<file path="src/mipc_defs.svh">
// Constants for the maskable interrupt priority controller.
`ifndef MIPC_DEFS_SVH
`define MIPC_DEFS_SVH
`define MIPC_OFS_LINE5      8'h45
`define MIPC_OFS_LINE2      8'h55
`define MIPC_OFS_LINE1      8'h59
`define MIPC_OFS_LINE3      8'h5a
`define MIPC_OFS_LINE0      8'h5d
`define MIPC_OFS_CPU_FLAGS  8'hf0
`define MIPC_OFS_CPU_STAT   8'hf1
`define MIPC_OFS_CPU_CMD    8'hf2
`define MIPC_BIT_LVL_LO     0
`define MIPC_BIT_LVL_HI     2
`define MIPC_BIT_PEND       3
`define MIPC_BIT_POL        4
`define MIPC_BIT_RSVD       5
`define MIPC_FLG_I          6
`define MIPC_FLG_D          5
`define MIPC_FLG_U          7
`define MIPC_ENTRY_CYCLES   20
`define MIPC_INFO_ADDR      20'h0_0000
`define MIPC_IPL_SPECIAL    3'h7
`define MIPC_SWI_U_KEEP_LO  6'h20
`define MIPC_NSRC           5
`endif

</file>
<file path="src/mipc_pkg.sv">
// Types shared by both ends of the interrupt controller link.
package mipc_pkg;
  typedef enum logic [1:0] {
    MIPC_KIND_MASKABLE,
    MIPC_KIND_SPECIAL,
    MIPC_KIND_SOFTWARE,
    MIPC_KIND_NOCHANGE
  } mipc_kind_type;
endpackage

</file>
<file path="src/mipc_if.sv">
// Link between the interrupt controller and the CPU sequencer.
`timescale 1ns/100ps
interface mipc_if;
  logic       req;
  logic [2:0] req_lvl;
  logic [5:0] req_num;
  logic       ack;
  logic [5:0] ack_num;
  logic [2:0] processor_priority_level;
  logic       gie;
  logic       ctl_wr;
  logic [7:0] ctl_addr;
  logic [7:0] ctl_wdata;
  logic [7:0] ctl_rdata;
  logic       ctl_rd;
  modport dev (output req, req_lvl, req_num, ctl_rdata,
               input ack, ack_num, processor_priority_level, gie, ctl_wr, ctl_rd, ctl_addr, ctl_wdata);
  modport cpu (input req, req_lvl, req_num, ctl_rdata,
               output ack, ack_num, processor_priority_level, gie, ctl_wr, ctl_rd, ctl_addr, ctl_wdata);
endinterface

</file>
<file path="src/mipc_cpu.sv">
// CPU-side interrupt sequencer: acceptance, 20-cycle entry, return restore.
//
// Decided for this implementation: the plain strobed port.
`timescale 1ns/100ps
`include "mipc_defs.svh"
module mipc_cpu
  import mipc_pkg::*;
(
  // Clock and reset
  input  wire logic        i_mclk,
  input  wire logic        i_rst_n,
  // Sequencer control
  input  wire logic        i_instr_done,
  input  wire logic        i_instr_suspendable,
  input  wire logic        i_special_req,
  input  wire logic [5:0]  i_special_num,
  input  wire logic        i_swi,
  input  wire logic [5:0]  i_swi_num,
  input  wire logic        i_return_from_interrupt_instr,
  input  wire logic [19:0] i_pc,
  input  wire logic [7:0]  i_flags,
  input  wire logic        i_flags_wr,
  input  wire logic [23:0] i_vector,
  input  wire logic [31:0] i_pop_data,
  // Software register port
  input  wire logic        i_reg_wr,
  input  wire logic        i_reg_rd,
  input  wire logic [7:0]  i_reg_addr,
  input  wire logic [7:0]  i_reg_wdata,
  output logic      [7:0]  o_reg_rdata,
  // Memory and sequencing outputs
  output logic             o_info_rd,
  output logic      [19:0] o_info_addr,
  output logic             o_stack_wr,
  output logic      [7:0]  o_stack_byte,
  output logic      [1:0]  o_stack_idx,
  output logic             o_entry_busy,
  output logic             o_handler_start,
  output logic      [19:0] o_pc,
  output logic      [7:0]  o_flags,
  output logic      [2:0]  o_ipl,
  // Link to device
  mipc_if.cpu              lnk
);
  typedef enum logic [1:0] {MIPC_IDLE, MIPC_ENTRY} mipc_st_type;

  mipc_st_type  st_r;
  logic [4:0]   cnt_r;
  logic [7:0]   flags_r, tmp_r;
  logic [2:0]   ipl_r, new_ipl_r;
  logic [19:0]  pc_r;
  logic [15:0]  word_hi, word_lo;
  logic         ack_r, info_r, swr_r, hs_r;
  logic         busy_r;
  logic [5:0]   ack_num_r;
  logic [7:0]   sbyte_r, rd_r;
  logic [1:0]   sidx_r;
  mipc_kind_type kind_r;

  localparam logic [4:0] LAST = 5'(`MIPC_ENTRY_CYCLES - 1);

  // --------------------------------------------------------------------------
  // Acceptance
  // --------------------------------------------------------------------------
  logic start_swi, start_spc, start_msk, can_eval;
  assign can_eval  = (st_r == MIPC_IDLE) && (i_instr_done || i_instr_suspendable);
  assign start_swi = (st_r == MIPC_IDLE) && i_swi;
  assign start_spc = can_eval && !start_swi && i_special_req;
  assign start_msk = can_eval && !start_swi && !i_special_req && lnk.req &&
                     flags_r[`MIPC_FLG_I] && lnk.req_lvl > ipl_r;

  always_ff @(posedge i_mclk or negedge i_rst_n) begin
    if (!i_rst_n) begin
      st_r      <= MIPC_IDLE;
      cnt_r     <= 5'h00;
      kind_r    <= MIPC_KIND_MASKABLE;
      ack_num_r <= 6'h00;
      new_ipl_r <= 3'h0;
      busy_r    <= 1'b0;
    end else if (st_r == MIPC_IDLE) begin
      cnt_r <= 5'h00;
      if (start_swi || start_spc || start_msk) begin
        st_r      <= MIPC_ENTRY;
        busy_r    <= 1'b1;
        ack_num_r <= start_swi ? i_swi_num : start_spc ? i_special_num : lnk.req_num;
        kind_r    <= start_swi ? MIPC_KIND_SOFTWARE : start_spc ? MIPC_KIND_SPECIAL
                                                                 : MIPC_KIND_MASKABLE;
        new_ipl_r <= start_spc ? `MIPC_IPL_SPECIAL : start_swi ? ipl_r : lnk.req_lvl;
      end
    end else begin
      cnt_r <= cnt_r + 5'h01;
      if (cnt_r == LAST) begin
        st_r   <= MIPC_IDLE;
        busy_r <= 1'b0;
      end
    end
  end

  // --------------------------------------------------------------------------
  // Entry steps
  // --------------------------------------------------------------------------
  // The stacked word carries the flags as they stood before entry cleared them.
  assign word_hi = {pc_r[19:16], 1'b0, ipl_r, tmp_r};
  assign word_lo = pc_r[15:0];

  always_ff @(posedge i_mclk or negedge i_rst_n) begin
    if (!i_rst_n) begin
      ack_r   <= 1'b0;
      info_r  <= 1'b0;
      swr_r   <= 1'b0;
      sbyte_r <= 8'h00;
      sidx_r  <= 2'h0;
      hs_r    <= 1'b0;
    end else begin
      ack_r  <= (st_r == MIPC_ENTRY) && cnt_r == 5'h00 && kind_r == MIPC_KIND_MASKABLE;
      info_r <= (st_r == MIPC_ENTRY) && cnt_r == 5'h00;
      swr_r  <= (st_r == MIPC_ENTRY) && cnt_r >= 5'h04 && cnt_r <= 5'h07;
      sidx_r <= cnt_r[1:0];
      unique case (cnt_r[1:0])
        2'h0: sbyte_r <= word_hi[15:8];
        2'h1: sbyte_r <= word_hi[7:0];
        2'h2: sbyte_r <= word_lo[15:8];
        2'h3: sbyte_r <= word_lo[7:0];
      endcase
      hs_r   <= (st_r == MIPC_ENTRY) && cnt_r == LAST;
    end
  end

  // Flags, PROCESSOR_PRIORITY_LEVEL and PC are separate state so no update disturbs another.
  always_ff @(posedge i_mclk or negedge i_rst_n) begin
    if (!i_rst_n) begin
      flags_r <= 8'h00;
      tmp_r   <= 8'h00;
      ipl_r   <= 3'h0;
      pc_r    <= 20'h0_0000;
    end else if (st_r == MIPC_ENTRY) begin
      if (cnt_r == 5'h01) begin
        tmp_r <= flags_r;
        flags_r[`MIPC_FLG_I] <= 1'b0;
        flags_r[`MIPC_FLG_D] <= 1'b0;
        if (!(kind_r == MIPC_KIND_SOFTWARE && ack_num_r >= `MIPC_SWI_U_KEEP_LO)) begin
          flags_r[`MIPC_FLG_U] <= 1'b0;
        end
      end
      if (cnt_r == 5'h08) begin
        ipl_r <= new_ipl_r;
      end
      if (cnt_r == LAST) begin
        pc_r <= i_vector[19:0];
      end
    end else if (i_return_from_interrupt_instr) begin
      flags_r <= i_pop_data[23:16];
      ipl_r   <= i_pop_data[26:24];
      pc_r    <= {i_pop_data[31:28], i_pop_data[15:0]};
    end else begin
      pc_r <= i_pc;
      if (i_flags_wr) begin
        flags_r <= i_flags;
      end else if (i_reg_wr && i_reg_addr == `MIPC_OFS_CPU_FLAGS) begin
        flags_r <= i_reg_wdata;
      end
      if (i_reg_wr && i_reg_addr == `MIPC_OFS_CPU_STAT) begin
        ipl_r <= i_reg_wdata[2:0];
      end
    end
  end

  // --------------------------------------------------------------------------
  // Software register port
  // --------------------------------------------------------------------------
  always_ff @(posedge i_mclk or negedge i_rst_n) begin
    if (!i_rst_n) begin
      rd_r <= 8'h00;
    end else if (!i_reg_rd) begin
      rd_r <= 8'h00;
    end else if (i_reg_addr == `MIPC_OFS_CPU_FLAGS) begin
      rd_r <= flags_r;
    end else if (i_reg_addr == `MIPC_OFS_CPU_STAT) begin
      rd_r <= {4'h0, st_r == MIPC_ENTRY, ipl_r};
    end else begin
      rd_r <= lnk.ctl_rdata;
    end
  end

  assign lnk.ack       = ack_r;
  assign lnk.ack_num   = ack_num_r;
  assign lnk.processor_priority_level       = ipl_r;
  assign lnk.gie       = flags_r[`MIPC_FLG_I];
  assign lnk.ctl_wr    = i_reg_wr;
  assign lnk.ctl_rd    = i_reg_rd;
  assign lnk.ctl_addr  = i_reg_addr;
  assign lnk.ctl_wdata = i_reg_wdata & 8'hdf;

  assign o_reg_rdata     = rd_r;
  assign o_info_rd       = info_r;
  assign o_info_addr     = `MIPC_INFO_ADDR;
  assign o_stack_wr      = swr_r;
  assign o_stack_byte    = sbyte_r;
  assign o_stack_idx     = sidx_r;
  assign o_entry_busy    = busy_r;
  assign o_handler_start = hs_r;
  assign o_pc            = pc_r;
  assign o_flags         = flags_r;
  assign o_ipl           = ipl_r;
endmodule

</file>
<file path="src/flat_wrapper.sv">
// flat-port wrapper written by rule: the top's interface ports become plain ports
module mipc_cpu_flat import mipc_pkg::*;
  (i_mclk, i_rst_n, i_instr_done, i_instr_suspendable, i_special_req, i_special_num, i_swi, i_swi_num, i_return_from_interrupt_instr, i_pc, i_flags, i_flags_wr, i_vector, i_pop_data, i_reg_wr, i_reg_rd, i_reg_addr, i_reg_wdata, o_reg_rdata, o_info_rd, o_info_addr, o_stack_wr, o_stack_byte, o_stack_idx, o_entry_busy, o_handler_start, o_pc, o_flags, o_ipl, lnk_req, lnk_req_lvl, lnk_req_num, lnk_ctl_rdata, lnk_ack, lnk_ack_num, lnk_processor_priority_level, lnk_gie, lnk_ctl_wr, lnk_ctl_rd, lnk_ctl_addr, lnk_ctl_wdata);
  mipc_if lnk_i ();
  input  wire logic i_mclk;
  input  wire logic i_rst_n;
  input  wire logic i_instr_done;
  input  wire logic i_instr_suspendable;
  input  wire logic i_special_req;
  input  wire logic [5:0] i_special_num;
  input  wire logic i_swi;
  input  wire logic [5:0] i_swi_num;
  input  wire logic i_return_from_interrupt_instr;
  input  wire logic [19:0] i_pc;
  input  wire logic [7:0] i_flags;
  input  wire logic i_flags_wr;
  input  wire logic [23:0] i_vector;
  input  wire logic [31:0] i_pop_data;
  input  wire logic i_reg_wr;
  input  wire logic i_reg_rd;
  input  wire logic [7:0] i_reg_addr;
  input  wire logic [7:0] i_reg_wdata;
  output logic      [7:0] o_reg_rdata;
  output logic o_info_rd;
  output logic      [19:0] o_info_addr;
  output logic o_stack_wr;
  output logic      [7:0] o_stack_byte;
  output logic      [1:0] o_stack_idx;
  output logic o_entry_busy;
  output logic o_handler_start;
  output logic      [19:0] o_pc;
  output logic      [7:0] o_flags;
  output logic      [2:0] o_ipl;
  input wire logic [$bits(lnk_i.req)-1:0] lnk_req;
  input wire logic [$bits(lnk_i.req_lvl)-1:0] lnk_req_lvl;
  input wire logic [$bits(lnk_i.req_num)-1:0] lnk_req_num;
  input wire logic [$bits(lnk_i.ctl_rdata)-1:0] lnk_ctl_rdata;
  output wire logic [$bits(lnk_i.ack)-1:0] lnk_ack;
  output wire logic [$bits(lnk_i.ack_num)-1:0] lnk_ack_num;
  output wire logic [$bits(lnk_i.processor_priority_level)-1:0] lnk_processor_priority_level;
  output wire logic [$bits(lnk_i.gie)-1:0] lnk_gie;
  output wire logic [$bits(lnk_i.ctl_wr)-1:0] lnk_ctl_wr;
  output wire logic [$bits(lnk_i.ctl_rd)-1:0] lnk_ctl_rd;
  output wire logic [$bits(lnk_i.ctl_addr)-1:0] lnk_ctl_addr;
  output wire logic [$bits(lnk_i.ctl_wdata)-1:0] lnk_ctl_wdata;
  assign lnk_i.req = lnk_req;
  assign lnk_i.req_lvl = lnk_req_lvl;
  assign lnk_i.req_num = lnk_req_num;
  assign lnk_i.ctl_rdata = lnk_ctl_rdata;
  assign lnk_ack = lnk_i.ack;
  assign lnk_ack_num = lnk_i.ack_num;
  assign lnk_processor_priority_level = lnk_i.processor_priority_level;
  assign lnk_gie = lnk_i.gie;
  assign lnk_ctl_wr = lnk_i.ctl_wr;
  assign lnk_ctl_rd = lnk_i.ctl_rd;
  assign lnk_ctl_addr = lnk_i.ctl_addr;
  assign lnk_ctl_wdata = lnk_i.ctl_wdata;
  mipc_cpu u_core (.i_mclk(i_mclk), .i_rst_n(i_rst_n), .i_instr_done(i_instr_done), .i_instr_suspendable(i_instr_suspendable), .i_special_req(i_special_req), .i_special_num(i_special_num), .i_swi(i_swi), .i_swi_num(i_swi_num), .i_return_from_interrupt_instr(i_return_from_interrupt_instr), .i_pc(i_pc), .i_flags(i_flags), .i_flags_wr(i_flags_wr), .i_vector(i_vector), .i_pop_data(i_pop_data), .i_reg_wr(i_reg_wr), .i_reg_rd(i_reg_rd), .i_reg_addr(i_reg_addr), .i_reg_wdata(i_reg_wdata), .o_reg_rdata(o_reg_rdata), .o_info_rd(o_info_rd), .o_info_addr(o_info_addr), .o_stack_wr(o_stack_wr), .o_stack_byte(o_stack_byte), .o_stack_idx(o_stack_idx), .o_entry_busy(o_entry_busy), .o_handler_start(o_handler_start), .o_pc(o_pc), .o_flags(o_flags), .o_ipl(o_ipl), .lnk(lnk_i));
endmodule
</file>
<file path="config.mk">
export PLATFORM = sky130hd
export DESIGN_NAME = mipc_cpu_flat
export DESIGN_NICKNAME = d
export VERILOG_FILES = /design/src/mipc_pkg.sv /design/src/mipc_if.sv /design/src/mipc_cpu.sv /design/src/flat_wrapper.sv
export VERILOG_INCLUDE_DIRS = /design/src
export SDC_FILE = /design/constraint.sdc
export NUM_CORES = 1
export LEC_CHECK = 0
export ABC_AREA = 1
export BUFFER_PORTS_ARGS = -buffer_cell sky130_fd_sc_hd__buf_2
export CAP_MARGIN = 20
export CORE_ASPECT_RATIO = 1.4
export CORE_UTILIZATION = 41
export DETAILED_ROUTE_END_ITERATION = 10
export HOLD_SLACK_MARGIN = 0.12
export PLACE_DENSITY = 0.82
export SYNTH_ARGS = -nofsm -noshare
export SYNTH_HDL_FRONTEND = slang
export SYNTH_SLANG_ARGS = --single-unit
</file>
<file path="constraint.sdc">
create_clock -name i_mclk -period 1.5 [get_ports i_mclk]
set_clock_uncertainty 0.15 [all_clocks]
set_input_delay 0.15 -clock i_mclk [delete_from_list [all_inputs] [get_ports i_mclk]]
set_output_delay 0.15 -clock i_mclk [all_outputs]
set_load 0.02 [all_outputs]
</file>
**After elaboration in Yosys (flattened, before gate mapping)**

Index checks and enable logic that the tools add are counted.

- Flip-flop bits (word level): 80
- Latch bits: 0
- RAM bits: 0
- Memory bits (read-only): 0
- Input bits: 140
- Logic and storage cells: 106
- Memories: 0

- $add $sub $neg: 1
- $mul: 0
- Divide/modulo/power cells: 0
- Magnitude comparators: 4
- Equality and inequality tests: 15
- Shift operators: 0
- Mux-type cells: 30
- Bitwise operators: 1
- Reductions and logical operators: 36

Operators by type and width:

| operator | count |
|---|---|
| $mux 20 | 3 |
| $mux 8 | 6 |
| $pmux 8 s4 | 1 |
| $mux 3 | 8 |
| $eq 8x8->1 const B | 2 |
| $logic_and 1x1->1 | 16 |
| $mux 6 | 2 |
| $reduce_and 2->1 | 6 |
| $mux 2 | 4 |
| $ne 2x2->1 const B | 4 |
| $eq 2x2->1 const B | 3 |
| $ge 6x6->1 const B | 1 |
| $logic_not 2->1 | 3 |
| $reduce_bool 3->1 | 2 |
| $add 5x1->5 const B | 1 |
| $eq 5x1->1 const B | 1 |
| $eq 5x4->1 const B | 1 |
| $eq 5x5->1 const B | 1 |
| $ge 5x3->1 const B | 1 |
| $le 5x3->1 const B | 1 |
| $logic_not 5->1 | 1 |
| $mux 1 | 5 |
| $mux 5 | 1 |
| $eq 2x1->1 const B | 2 |
| 8 further kinds | 11 |

**Longest topological paths before layout**

Gate-level depths: netlist (run 1).

- Depth after elaboration: 11
- Mapped depth: 9
- Gate-level depth less buffers: 9

**Worst setup path before layout (run 1)**

No wires, ideal clock.

- Kind: flip-flop to flip-flop
- Start: register u_core.ipl_r[2], in the netlist u_core.lnk.processor_priority_level[2]
- End: register u_core.ack_num_r[3], in the netlist u_core.lnk.ack_num[3]
- Library setup time: 117 ps
- Data arrival time: 1529 ps
- Required time: 1233 ps
- Path slack: -296 ps
- Stages on the path, launching flop included: 10
- Buffers on the path: 1
- Clock period less this slack: 1796 ps
- Cells stage by stage: dfrtp_1 -> inv_1 -> ha_1 -> a21oi_1 -> nand2_1 -> nand3_2 -> nand2_2 -> buf_6 -> nand3_1 -> nand2_1

- Word-level cells in the longest chain between the ends: 4

RTL lines:

| element | line | RTL |
|---|---|---|
| from (decl) | mipc_cpu.sv:50 | `logic [2:0] ipl_r, new_ipl_r;` |
| from (signal assigned) | mipc_cpu.sv:146 | `ipl_r <= new_ipl_r;` |
| from (signal assigned) | mipc_cpu.sv:153 | `ipl_r <= i_pop_data[26:24];` |
| from (signal assigned) | mipc_cpu.sv:163 | `ipl_r <= i_reg_wdata[2:0];` |
| $gt 3x3->1 | mipc_cpu.sv:70 | `` flags_r[`MIPC_FLG_I] && lnk.req_lvl > ipl_r; `` |
| $logic_and 1x1->1 | mipc_cpu.sv:69 | `assign start_msk = can_eval && !start_swi && !i_special_req && lnk.req &&` |
| $logic_or 1x1->1 | mipc_cpu.sv:82 | `if (start_swi \|\| start_spc \|\| start_msk) begin` |
| $reduce_and 2->1 (no line) | n/a |  |
| to (signal assigned) | mipc_cpu.sv:85 | `ack_num_r <= start_swi ? i_swi_num : start_spc ? i_special_num : lnk.req_num;` |
| to (decl) | mipc_cpu.sv:55 | `logic [5:0] ack_num_r;` |

No other way between the ends.
A chain may end at the register's enable or synchronous reset.

==> flow_summary.ini, run 1 <==
[status]
outcome = finished, violations left
violations = negative setup slack

[synthesis]
muxShareOfSynthArea = 0.01618
synth_area_mm2 = 0.004484
synth_common_cells = 174 x nand2_1, 78 x dfrtp_1, 77 x nand3_1
yosys_warnings = 0
ys_ff_latch = 78
yosysMostFrequentCell = nand2_1
avgSynthCellArea_um2 = 7.652
yosysSeqAreaShare = 0.4353
ys_types = 33
synth_top_cells_by_area = dfrtp_1 44%, nand2_1 15%, nand3_1 8.6%
synth_top_family_by_area = simple AND/OR/NAND/NOR gates
synth_enable_flop_cells = 0
synth_adder_area_share = 0.02232
synthSimpleGateAreaFrac = 0.2723
ys.flop_type = dfrtp_1
synthCells = 586
async_flop_share = 1.000
synth-xor-area-share = 0.003906
synth_top_area_frac = 0.4353
synth.largest_area_cell = dfrtp_1
synth_compound_area_frac = 0.1177

[sta]
finalHoldViolations = 0
slew_viol_final = 0
fmax_mhz = 591.1
timing.final.ws_setup_ns = -0.1917
timing.final.crit_share = 1.128
fin_crit_ns = 1.692
rsz0062_at_grt = yes
setup_violations = 14

[global_routing]
grt_pass1_vias = 5804
grtUsageTotal = 0.3305
grt_first_pass_wirelength_um = 28750
antenna_found_initial = 2
grt_start_max_net_pins = 79
grt_overflow_total = 0

[finish]
syn_to_final_growth_pct = 67.52
stdcell_count = 1060
drive_gt1_frac = 0.3707
fin_util = 0.7144
fin_nets = 1063

[worst_setup_path]
crit_required_ns = 1.60
critPathArrivalTime_ns = 1.79
r2r-start = u_core.o_entry_busy
crit_path_end_kind = flip-flop
rr_worst_depth = 6
r2r_end = u_core.o_pc[7]
crit_path_max_fanout = 12
ff2ff_setup_slack_ns = -0.19
critPathKind = reg -> reg
cp-start-kind = flip-flop

[clock_network]
cts_root_buf = clkbuf_16
ctsHtreeMaxLevel = 3
cts_tree = built
cts_buffers = 9
clock_latency_ns = 0.35
clk_path_buf_depth = 2
path_clk_slew_ns = 0.06
clock-sinks = 78

[place]
dp_hpwl_um = 10410
port_buffers = 215
routabilityCongestion = 0.8989
dpl.cell_count = 927
dp_slack_ns = -0.07562

[hold_path]
min_to = u_core.o_flags[1]
min-delay-start = i_flags[1]
hold_class = in -> reg
hold_path_depth = 5

[detailed_routing]
wl_um = 20630
ant_nets = 0
drc_errors = 0
vias = 6041
detail_route.first_pass.iterations = 7
avgRoutedWirePerCell_um = 19.46
viasPerCell = 5.699
dr.first_iter.drc_count = 644

[job]
cap_violations = 0

[floorplanning]
die_area_mm2 = 0.01137
die_y_um = 125.7
die_w_um = 90.39
pin_count = 242
initial_utilization = 0.4265
rows = 44
core_mm2 = 0.01052

[power]
max-vdd-ir-drop_mv = 0.8822
p_per_area_mw_per_mm2 = 1762
leakagePower_nw = 3.901
## repair_timing
action | CTS | global route
hold buffers | 107 | 0
buffers inserted | 1 | 6
gates cloned | 2 | 3
setup endpoints to repair | 19 | 53
hold endpoints to repair | 124 | 0
resized for setup | 27 | 60
pin swaps | 5 | 14
## logic make-up (layout without fill, tap and decap cells)
family,after synthesis,after routing
AO/OA/AOI/OAI,99,99
XOR/XNOR,2,2
adder cells (fa/ha/maj),8,8
buffers and inverters,107,421
flip-flops,78,78
multiplexers,6,6
other,1,23
AND/OR/NAND/NOR,285,285
## worst max-delay path by stage
stage	start	cells after the start	slack, ns	end
after floorplan	u_core.lnk.processor_priority_level[2]	9	-0.10	u_core.lnk.ack_num[3]
after global placement	u_core.o_entry_busy	8	-0.06	u_core.new_ipl_r[2]
after detailed placement	u_core.o_entry_busy	8	-0.08	u_core.new_ipl_r[1]
after CTS	u_core.lnk.processor_priority_level[2]	9	-0.02	u_core.lnk.ack_num[1]
after global routing	u_core.o_entry_busy	6	-0.24	u_core.o_pc[7]
final	u_core.o_entry_busy	6	-0.19	u_core.o_pc[7]
## sequential cells by signal, summed over array words and instances (netlist names), 3 cells and up
| signal | cells |
|---|---|
| u_core.o_flags | 8 |
| u_core.cnt_r | 5 |
| u_core.new_ipl_r | 3 |
| u_core.o_pc | 20 |
| u_core.tmp_r | 8 |
| u_core.o_reg_rdata | 8 |
| u_core.lnk.ack_num | 6 |
| u_core.o_stack_byte | 8 |
| u_core.lnk.processor_priority_level | 3 |
## metrics by stage
step | total power [W] | hold slack [ns] | instance area, um2 | setup TNS, ns
after floorplan | 0.006988 | -0.2956 | 4626 | -0.9991
after global routing | 0.01376 | 0.1507 | 7512 | -2.410
after detailed placement | 0.009130 | 0.05648 | 5762 | -0.4309
after CTS | 0.01190 | 0.1250 | 7259 | -0.1667
after global placement | 0.009019 | 0.05188 | 5762 | -0.2800
final | 0.01324 | 0.08234 | 7512 | -1.095
## cells in the final DEF (no fill, tap or decap), types with 4 or more instances in the layout
cell and instances:
o211ai_1 4, nand2_1 161, nand2_2 12, o21ai_1 27, nand3_1 73, buf_4 34, conb_1 21, nand3_2 4
buf_2 214, o21ai_0 35, inv_2 5, dfrtp_1 71, a31oi_1 6, nor2_1 17, dfrtp_2 7, dlygate4sd3_1 105
clkbuf_16 12, o21ai_2 5, a21oi_1 14, ha_4 4, buf_12 7, inv_1 30, mux2_4 4
## critical path, stage by stage, from the launching register on
cell      delay, ns
dfrtp_2        0.44
clkinv_4       0.12
buf_12         0.14
buf_12         0.14
nand3_1        0.16
o21ai_0        0.20
o21ai_1        0.25
## per-layer routing
layer	track usage	up-vias	wire, um
met5	0	-	0
met1	0.3499	2722	6807
met4	0.2704	0	1893
li1	-	2527	-
met3	0.06522	196	1957
met2	0.5676	596	9972
## final cells by class
class                           count  area [um2]
Clock buffer                       11       242.7
Inverter                           37       148.9
Multi-Input combinational cell    421        2242
Sequential cell                    78        1961
Clock inverter                      5       58.81
Antenna cell                        2       5.005
Fill cell                         702        3003
Tap cell                          138       172.7
Timing Repair Buffer              368        2681
## where the power goes
group          internal [W]  switching (W)
sequential          0.00300       0.000798
clock               0.00133       0.000897
combinational       0.00291        0.00430
No activity file was read; power rests on OpenSTA's default activity.
==> run 2: changes to the inputs <==
--- a/config.mk
+++ b/config.mk
@@ -9,8 +9,10 @@
 export ABC_AREA = 1
 export BUFFER_PORTS_ARGS = -buffer_cell sky130_fd_sc_hd__buf_2
 export CAP_MARGIN = 20
+export CELL_PAD_IN_SITES_DETAIL_PLACEMENT = 0
+export CELL_PAD_IN_SITES_GLOBAL_PLACEMENT = 1
 export CORE_ASPECT_RATIO = 1.4
-export CORE_UTILIZATION = 41
+export CORE_UTILIZATION = 28
 export DETAILED_ROUTE_END_ITERATION = 10
 export HOLD_SLACK_MARGIN = 0.12
 export PLACE_DENSITY = 0.82
==> run 2 against run 1 <==
The run still ends with negative setup slack left. Highest routed layer unchanged. Via count down 14%. Core utilization down 22 points. Die area up 45%. Fmax up 9.3%. Count of clock-buffer cells in the layout down 2. Sequential cell count unchanged. Non-clock buffer count up 12. Critical path depth down 1. Global-route usage down 13 points. Sequential power down 2%. Hold slack better by 0.0094 ns.
==> flow_summary.ini, run 2 (same netlist as run 1, synthesis figures left out) <==
[status]
violations = negative setup slack
outcome = finished, violations left

[finish]
fin_nets = 1075
layout_commonest_cell = buf_2
fill_cells = 1470
largest_reg_flops = 20
final_cell_mix = 214 x buf_2, 162 x nand2_1, 106 x dlygate4sd3_1, 74 x nand3_1, 74 x dfrtp_1
antennaDiodeCount = 0
stdcell_count = 1128
drive_gt1_frac = 0.3841
syn_to_final_growth_pct = 70.65

[sta]
setup_violations = 14
finalHoldViolations = 0
fmax_mhz = 645.9
timing.final.crit_share = 1.032
timing.final.ws_setup_ns = -0.04833
slew_viol_final = 0
rsz0062_at_grt = yes
fin_crit_ns = 1.548

[hold_path]
min-delay-start = i_reg_wdata[3]
hold_class = in -> reg

[floorplanning]
die_y_um = 151.7
core_mm2 = 0.01561
initial_utilization = 0.2873
pin_count = 242
die_area_mm2 = 0.01653
die_w_um = 109.0
rows = 54

[worst_setup_path]
cp-start-kind = flip-flop
slowest_delay_ns = 0.42
crit_top_cell = buf_6
crit_buf_inv = 2
critical_path.top_delay_family = flip-flops
crit_required_ns = 1.58
critPathKind = reg -> reg
crit_path_end_kind = flip-flop
critPathArrivalTime_ns = 1.62
cp_slowest_cell = dfrtp_1
crit_start = u_core.cnt_r[0]
crit_chain = buf_6, buf_6, ha_4, nand3_4, mux2_4
r2r-start = u_core.cnt_r[0]
crit_path_max_fanout = 5

[detailed_routing]
detail_route.first_pass.iterations = 4
dr.first_iter.drc_count = 261
vias = 5190
drc_errors = 0
viasPerCell = 4.601
ant_nets = 0
wl_um = 16950
avgRoutedWirePerCell_um = 15.02

[global_routing]
antenna_found_initial = 0
grtUsageTotal = 0.2036
grt_start_max_net_pins = 42
grt_first_pass_wirelength_um = 25610
grt_overflow_total = 0
grt_pass1_vias = 5122

[place]
dpl.cell_count = 991
dp_slack_ns = -0.05625
dp_hpwl_um = 11590
port_buffers = 215
routabilityCongestion = 0.8021

[clock_network]
path_clk_slew_ns = 0.06
cts_root_buf = clkbuf_16
cts_tree = built
ctsHtreeMaxLevel = 3
cts_buffers = 9
clock_latency_ns = 0.34
clk_path_buf_depth = 2
clock-sinks = 78

[power]
p_per_area_mw_per_mm2 = 1677
leakagePower_nw = 3.944
max-vdd-ir-drop_mv = 0.8580

[job]
cap_violations = 0
run 2: what timing repair did:
action | 4_1_cts | 5_1_grt
buffers inserted | 8 | 4
pin swaps | 11 | 11
endpoints found under the hold margin | 125 | 0
cloned | 3 | 1
setup endpoints to repair | 38 | 56
hold buffers | 107 | 0
gates resized for setup | 34 | 44
run 2: metal layers:
metal	part of all wire	GRT usage	vias to the layer above	wire length [um]
li1	-	-	2552	-
met1	0.39	0.2348	2399	6639
met2	0.54	0.3726	208	9118
met3	0.040	0.02438	31	670
met4	0.031	0.08716	0	518
met5	0	0	-	0
run 2: final timing paths:
kind                                         endpoint  slack (ns)  cells after the start
min in group asynchronous             u_core.tmp_r[5]        0.12                      2
worst min-delay path                u_core.o_flags[3]        0.09                      5
worst min register to register         u_core.lnk.ack        0.29                      1
worst max-delay path                  u_core.tmp_r[7]       -0.05                      5
max in group asynchronous       u_core.lnk.ack_num[0]        0.59                      3
worst max register to register        u_core.tmp_r[7]       -0.05                      5
run 2: where the power goes:
| group | total [W] | internal [W] | switching [W] | leakage, nW |
|---|---|---|---|---|
| sequential | 0.00374 | 0.00299 | 0.000755 | 0.979 |
| clock | 0.00225 | 0.00131 | 0.000941 | 0.143 |
| combinational | 0.00684 | 0.00293 | 0.00391 | 2.82 |
run 2: worst reg2reg max path, delay by kind of cell (launching register included):
| family | cells | cell delay [ns] |
|---|---|---|
| buf+inv | 2 | 0.25 |
| simple gates | 1 | 0.14 |
| flops | 1 | 0.42 |
| mux | 1 | 0.32 |
| fa+ha+maj | 1 | 0.17 |
run 2: cell type report:
| cell class | count | area (um2) | share of cell area |
|---|---|---|---|
| multi-input cells | 421 | 2261 | 0.2955 |
| clock inverters | 7 | 80.08 | 0.01046 |
| well taps | 196 | 245.2 | 0.03205 |
| clock buffers | 9 | 225.2 | 0.02943 |
| flip-flops and latches | 78 | 1957 | 0.2557 |
| repair buffers | 380 | 2731 | 0.3569 |
| inverters | 37 | 152.6 | 0.01995 |
run 2: per-stage QoR:
| step | hold slack, ns | TNS (ns) | utilization | cell area [um2] | power, W |
|---|---|---|---|---|---|
| 3_5_place_dp | -0.05983 | -1.120 | 0.3759 | 5867 | 0.009294 |
| 4_1_cts | 0.1212 | -0.2740 | 0.4786 | 7470 | 0.01240 |
| 6_report | 0.09172 | -0.3610 | 0.4903 | 7652 | 0.01284 |
| 3_3_place_gp | -0.06619 | -0.1990 | 0.3759 | 5867 | 0.009197 |
| 2_1_floorplan | -0.2956 | -0.9991 | - | 4626 | 0.006988 |
| 5_1_grt | 0.1392 | -2.261 | 0.4903 | 7652 | 0.01368 |
==> run 3: changes to the inputs <==
--- a/config.mk
+++ b/config.mk
@@ -16,6 +16,7 @@
 export DETAILED_ROUTE_END_ITERATION = 10
 export HOLD_SLACK_MARGIN = 0.12
 export PLACE_DENSITY = 0.82
+export RECOVER_POWER = 100
 export SYNTH_ARGS = -nofsm -noshare
 export SYNTH_HDL_FRONTEND = slang
 export SYNTH_SLANG_ARGS = --single-unit
==> run 3 against run 2 <==
The run still ends with negative setup slack left. Fmax grew 0.52%. Cell count stayed put. First-iteration DRC count is 13% higher. Global-route usage is the same. Core utilization is 0.34 points lower. Wire length down 0.37%. Non-clock buffer count stayed put. Sequential power hardly changed. Largest cell class unchanged. Via count shrank 0.54%. Hold slack improved by 0.00055 ns. Total power shrank 0.65%.
==> flow_summary.ini, run 3 (same netlist as run 1, synthesis figures left out) <==
[status]
outcome = finished, violations left
violations = negative setup slack

[global_routing]
grtUsageTotal = 0.2036
grt_first_pass_wirelength_um = 25610
antenna_found_initial = 0
grt_pass1_vias = 5122
grt_start_max_net_pins = 42
grt_overflow_total = 0

[worst_setup_path]
crit_path_end_kind = flip-flop
cp_slowest_cell = dfrtp_1
cp-start-kind = flip-flop
crit_path_max_fanout = 5
r2r-start = u_core.cnt_r[0]
crit_required_ns = 1.58
crit_top_cell = buf_6
ff2ff_setup_slack_ns = -0.04
slowest_delay_ns = 0.41
crit_chain = buf_6, buf_6, ha_4, nand3_4, mux2_4
critPathKind = reg -> reg
critPathArrivalTime_ns = 1.62
r2r_end = u_core.tmp_r[7]
rr_worst_depth = 5

[clock_network]
path_clk_slew_ns = 0.06
cts_tree = built
ctsHtreeMaxLevel = 3
clock_latency_ns = 0.35
clock-sinks = 78
clk_path_buf_depth = 2
cts_buffers = 9
cts_root_buf = clkbuf_16

[hold_path]
hold_class = in -> reg
min_to = u_core.o_flags[3]
hold_path_depth = 5
min-delay-start = i_reg_wdata[3]

[finish]
layout_commonest_cell = buf_2
stdcell_count = 1128
antennaDiodeCount = 0
final_cell_mix = 201 x buf_2, 162 x nand2_1, 106 x dlygate4sd3_1, 74 x nand3_1, 74 x dfrtp_1
drive_gt1_frac = 0.3670
largest_reg_flops = 20
fin_util = 0.4869
syn_to_final_growth_pct = 69.45
fin_nets = 1075

[sta]
max-slew-margin-rel = 0.5435
slew_viol_final = 0
timing.final.crit_share = 1.027
rsz0062_at_grt = yes
timing.final.ws_setup_ns = -0.04034
setup_violations = 16
fin_crit_ns = 1.540
worst_pin_slew_ns = 0.6847
finalHoldViolations = 0
finalSetupTns_ns = -0.3038
fmax_mhz = 649.2
hold_slack_ns = 0.09226

[detailed_routing]
detail_route.first_pass.iterations = 5
avgRoutedWirePerCell_um = 14.97
drc_errors = 0
vias = 5162
ant_nets = 0
wl_um = 16880
dr.first_iter.drc_count = 294
viasPerCell = 4.576

[place]
dp_slack_ns = -0.05625
routabilityCongestion = 0.8021
dpl.cell_count = 991
dp_hpwl_um = 11590
port_buffers = 215

[power]
power_frac_clock = 0.176
p_comb_frac = 0.531
p_per_area_mw_per_mm2 = 1678
p_seq_frac = 0.293
swShare = 0.4376
max-vdd-ir-drop_mv = 0.9228
p_int_w = 0.007172
leakagePower_nw = 3.894
p_switching_w = 0.005580

[floorplanning]
die_area_mm2 = 0.01653
die_w_um = 109.0
initial_utilization = 0.2873
rows = 54
die_y_um = 151.7
pin_count = 242
core_mm2 = 0.01561

[job]
cap_violations = 0
run 3: worst max path at each step:
stage,start,endpoint
2_1_floorplan,u_core.lnk.processor_priority_level[2],u_core.lnk.ack_num[3]
3_3_place_gp,u_core.cnt_r[0],u_core.lnk.processor_priority_level[2]
3_5_place_dp,u_core.lnk.processor_priority_level[2],u_core.lnk.ack_num[0]
4_1_cts,u_core.cnt_r[1],u_core.o_flags[7]
5_1_grt,u_core.lnk.processor_priority_level[2],u_core.lnk.ack_num[1]
6_report,u_core.cnt_r[0],u_core.tmp_r[7]
run 3: timing repair:
item,CTS,global route
hold endpoints to repair,125,0
setup buffers,8,4
resized for setup,34,44
setup endpoints to repair,38,56
gates cloned,3,1
hold buffers,107,0
pin swaps,11,11
run 3: area by class of cell:
class                   count  area, um2
multi-input cells         421       2258
well taps                 196      245.2
flip-flops and latches     78       1957
clock inverters             7      80.08
clock buffers               9      225.2
fillers                  1487       8009
repair buffers            380       2680
inverters                  37      152.6
run 3: power by group through the flow:
stage	combinational [W]	sequential [W]	clock, W
after floorplan	0.00265	0.00434	0
after global routing	0.00741	0.00381	0.00239
after global placement	0.00549	0.00371	0
after CTS	0.00640	0.00369	0.00231
after detailed placement	0.00557	0.00373	0
final	0.00677	0.00374	0.00225
run 3: routing by layer:
| layer | global-route usage | wire (um) | part of all wire | up-vias |
|---|---|---|---|---|
| met5 | 0 | 0 | 0 | - |
| met4 | 0.08716 | 540 | 0.032 | 0 |
| met3 | 0.02438 | 705 | 0.042 | 31 |
| met2 | 0.3726 | 9106 | 0.54 | 191 |
| met1 | 0.2348 | 6531 | 0.39 | 2391 |
| li1 | - | - | - | 2549 |
run 3: per-stage QoR:
step	area, um2	power, W
after floorplan	4626	0.006988
after global placement	5867	0.009197
after detailed placement	5867	0.009294
after CTS	7470	0.01240
after global routing	7599	0.01361
final	7599	0.01275
run 3: worst max-delay path: cells and delay by family (launching register included):
kind | cells | cell delay [ns]
mux | 1 | 0.32
fa+ha+maj | 1 | 0.17
buf+inv | 2 | 0.25
simple gates | 1 | 0.13
flops | 1 | 0.41
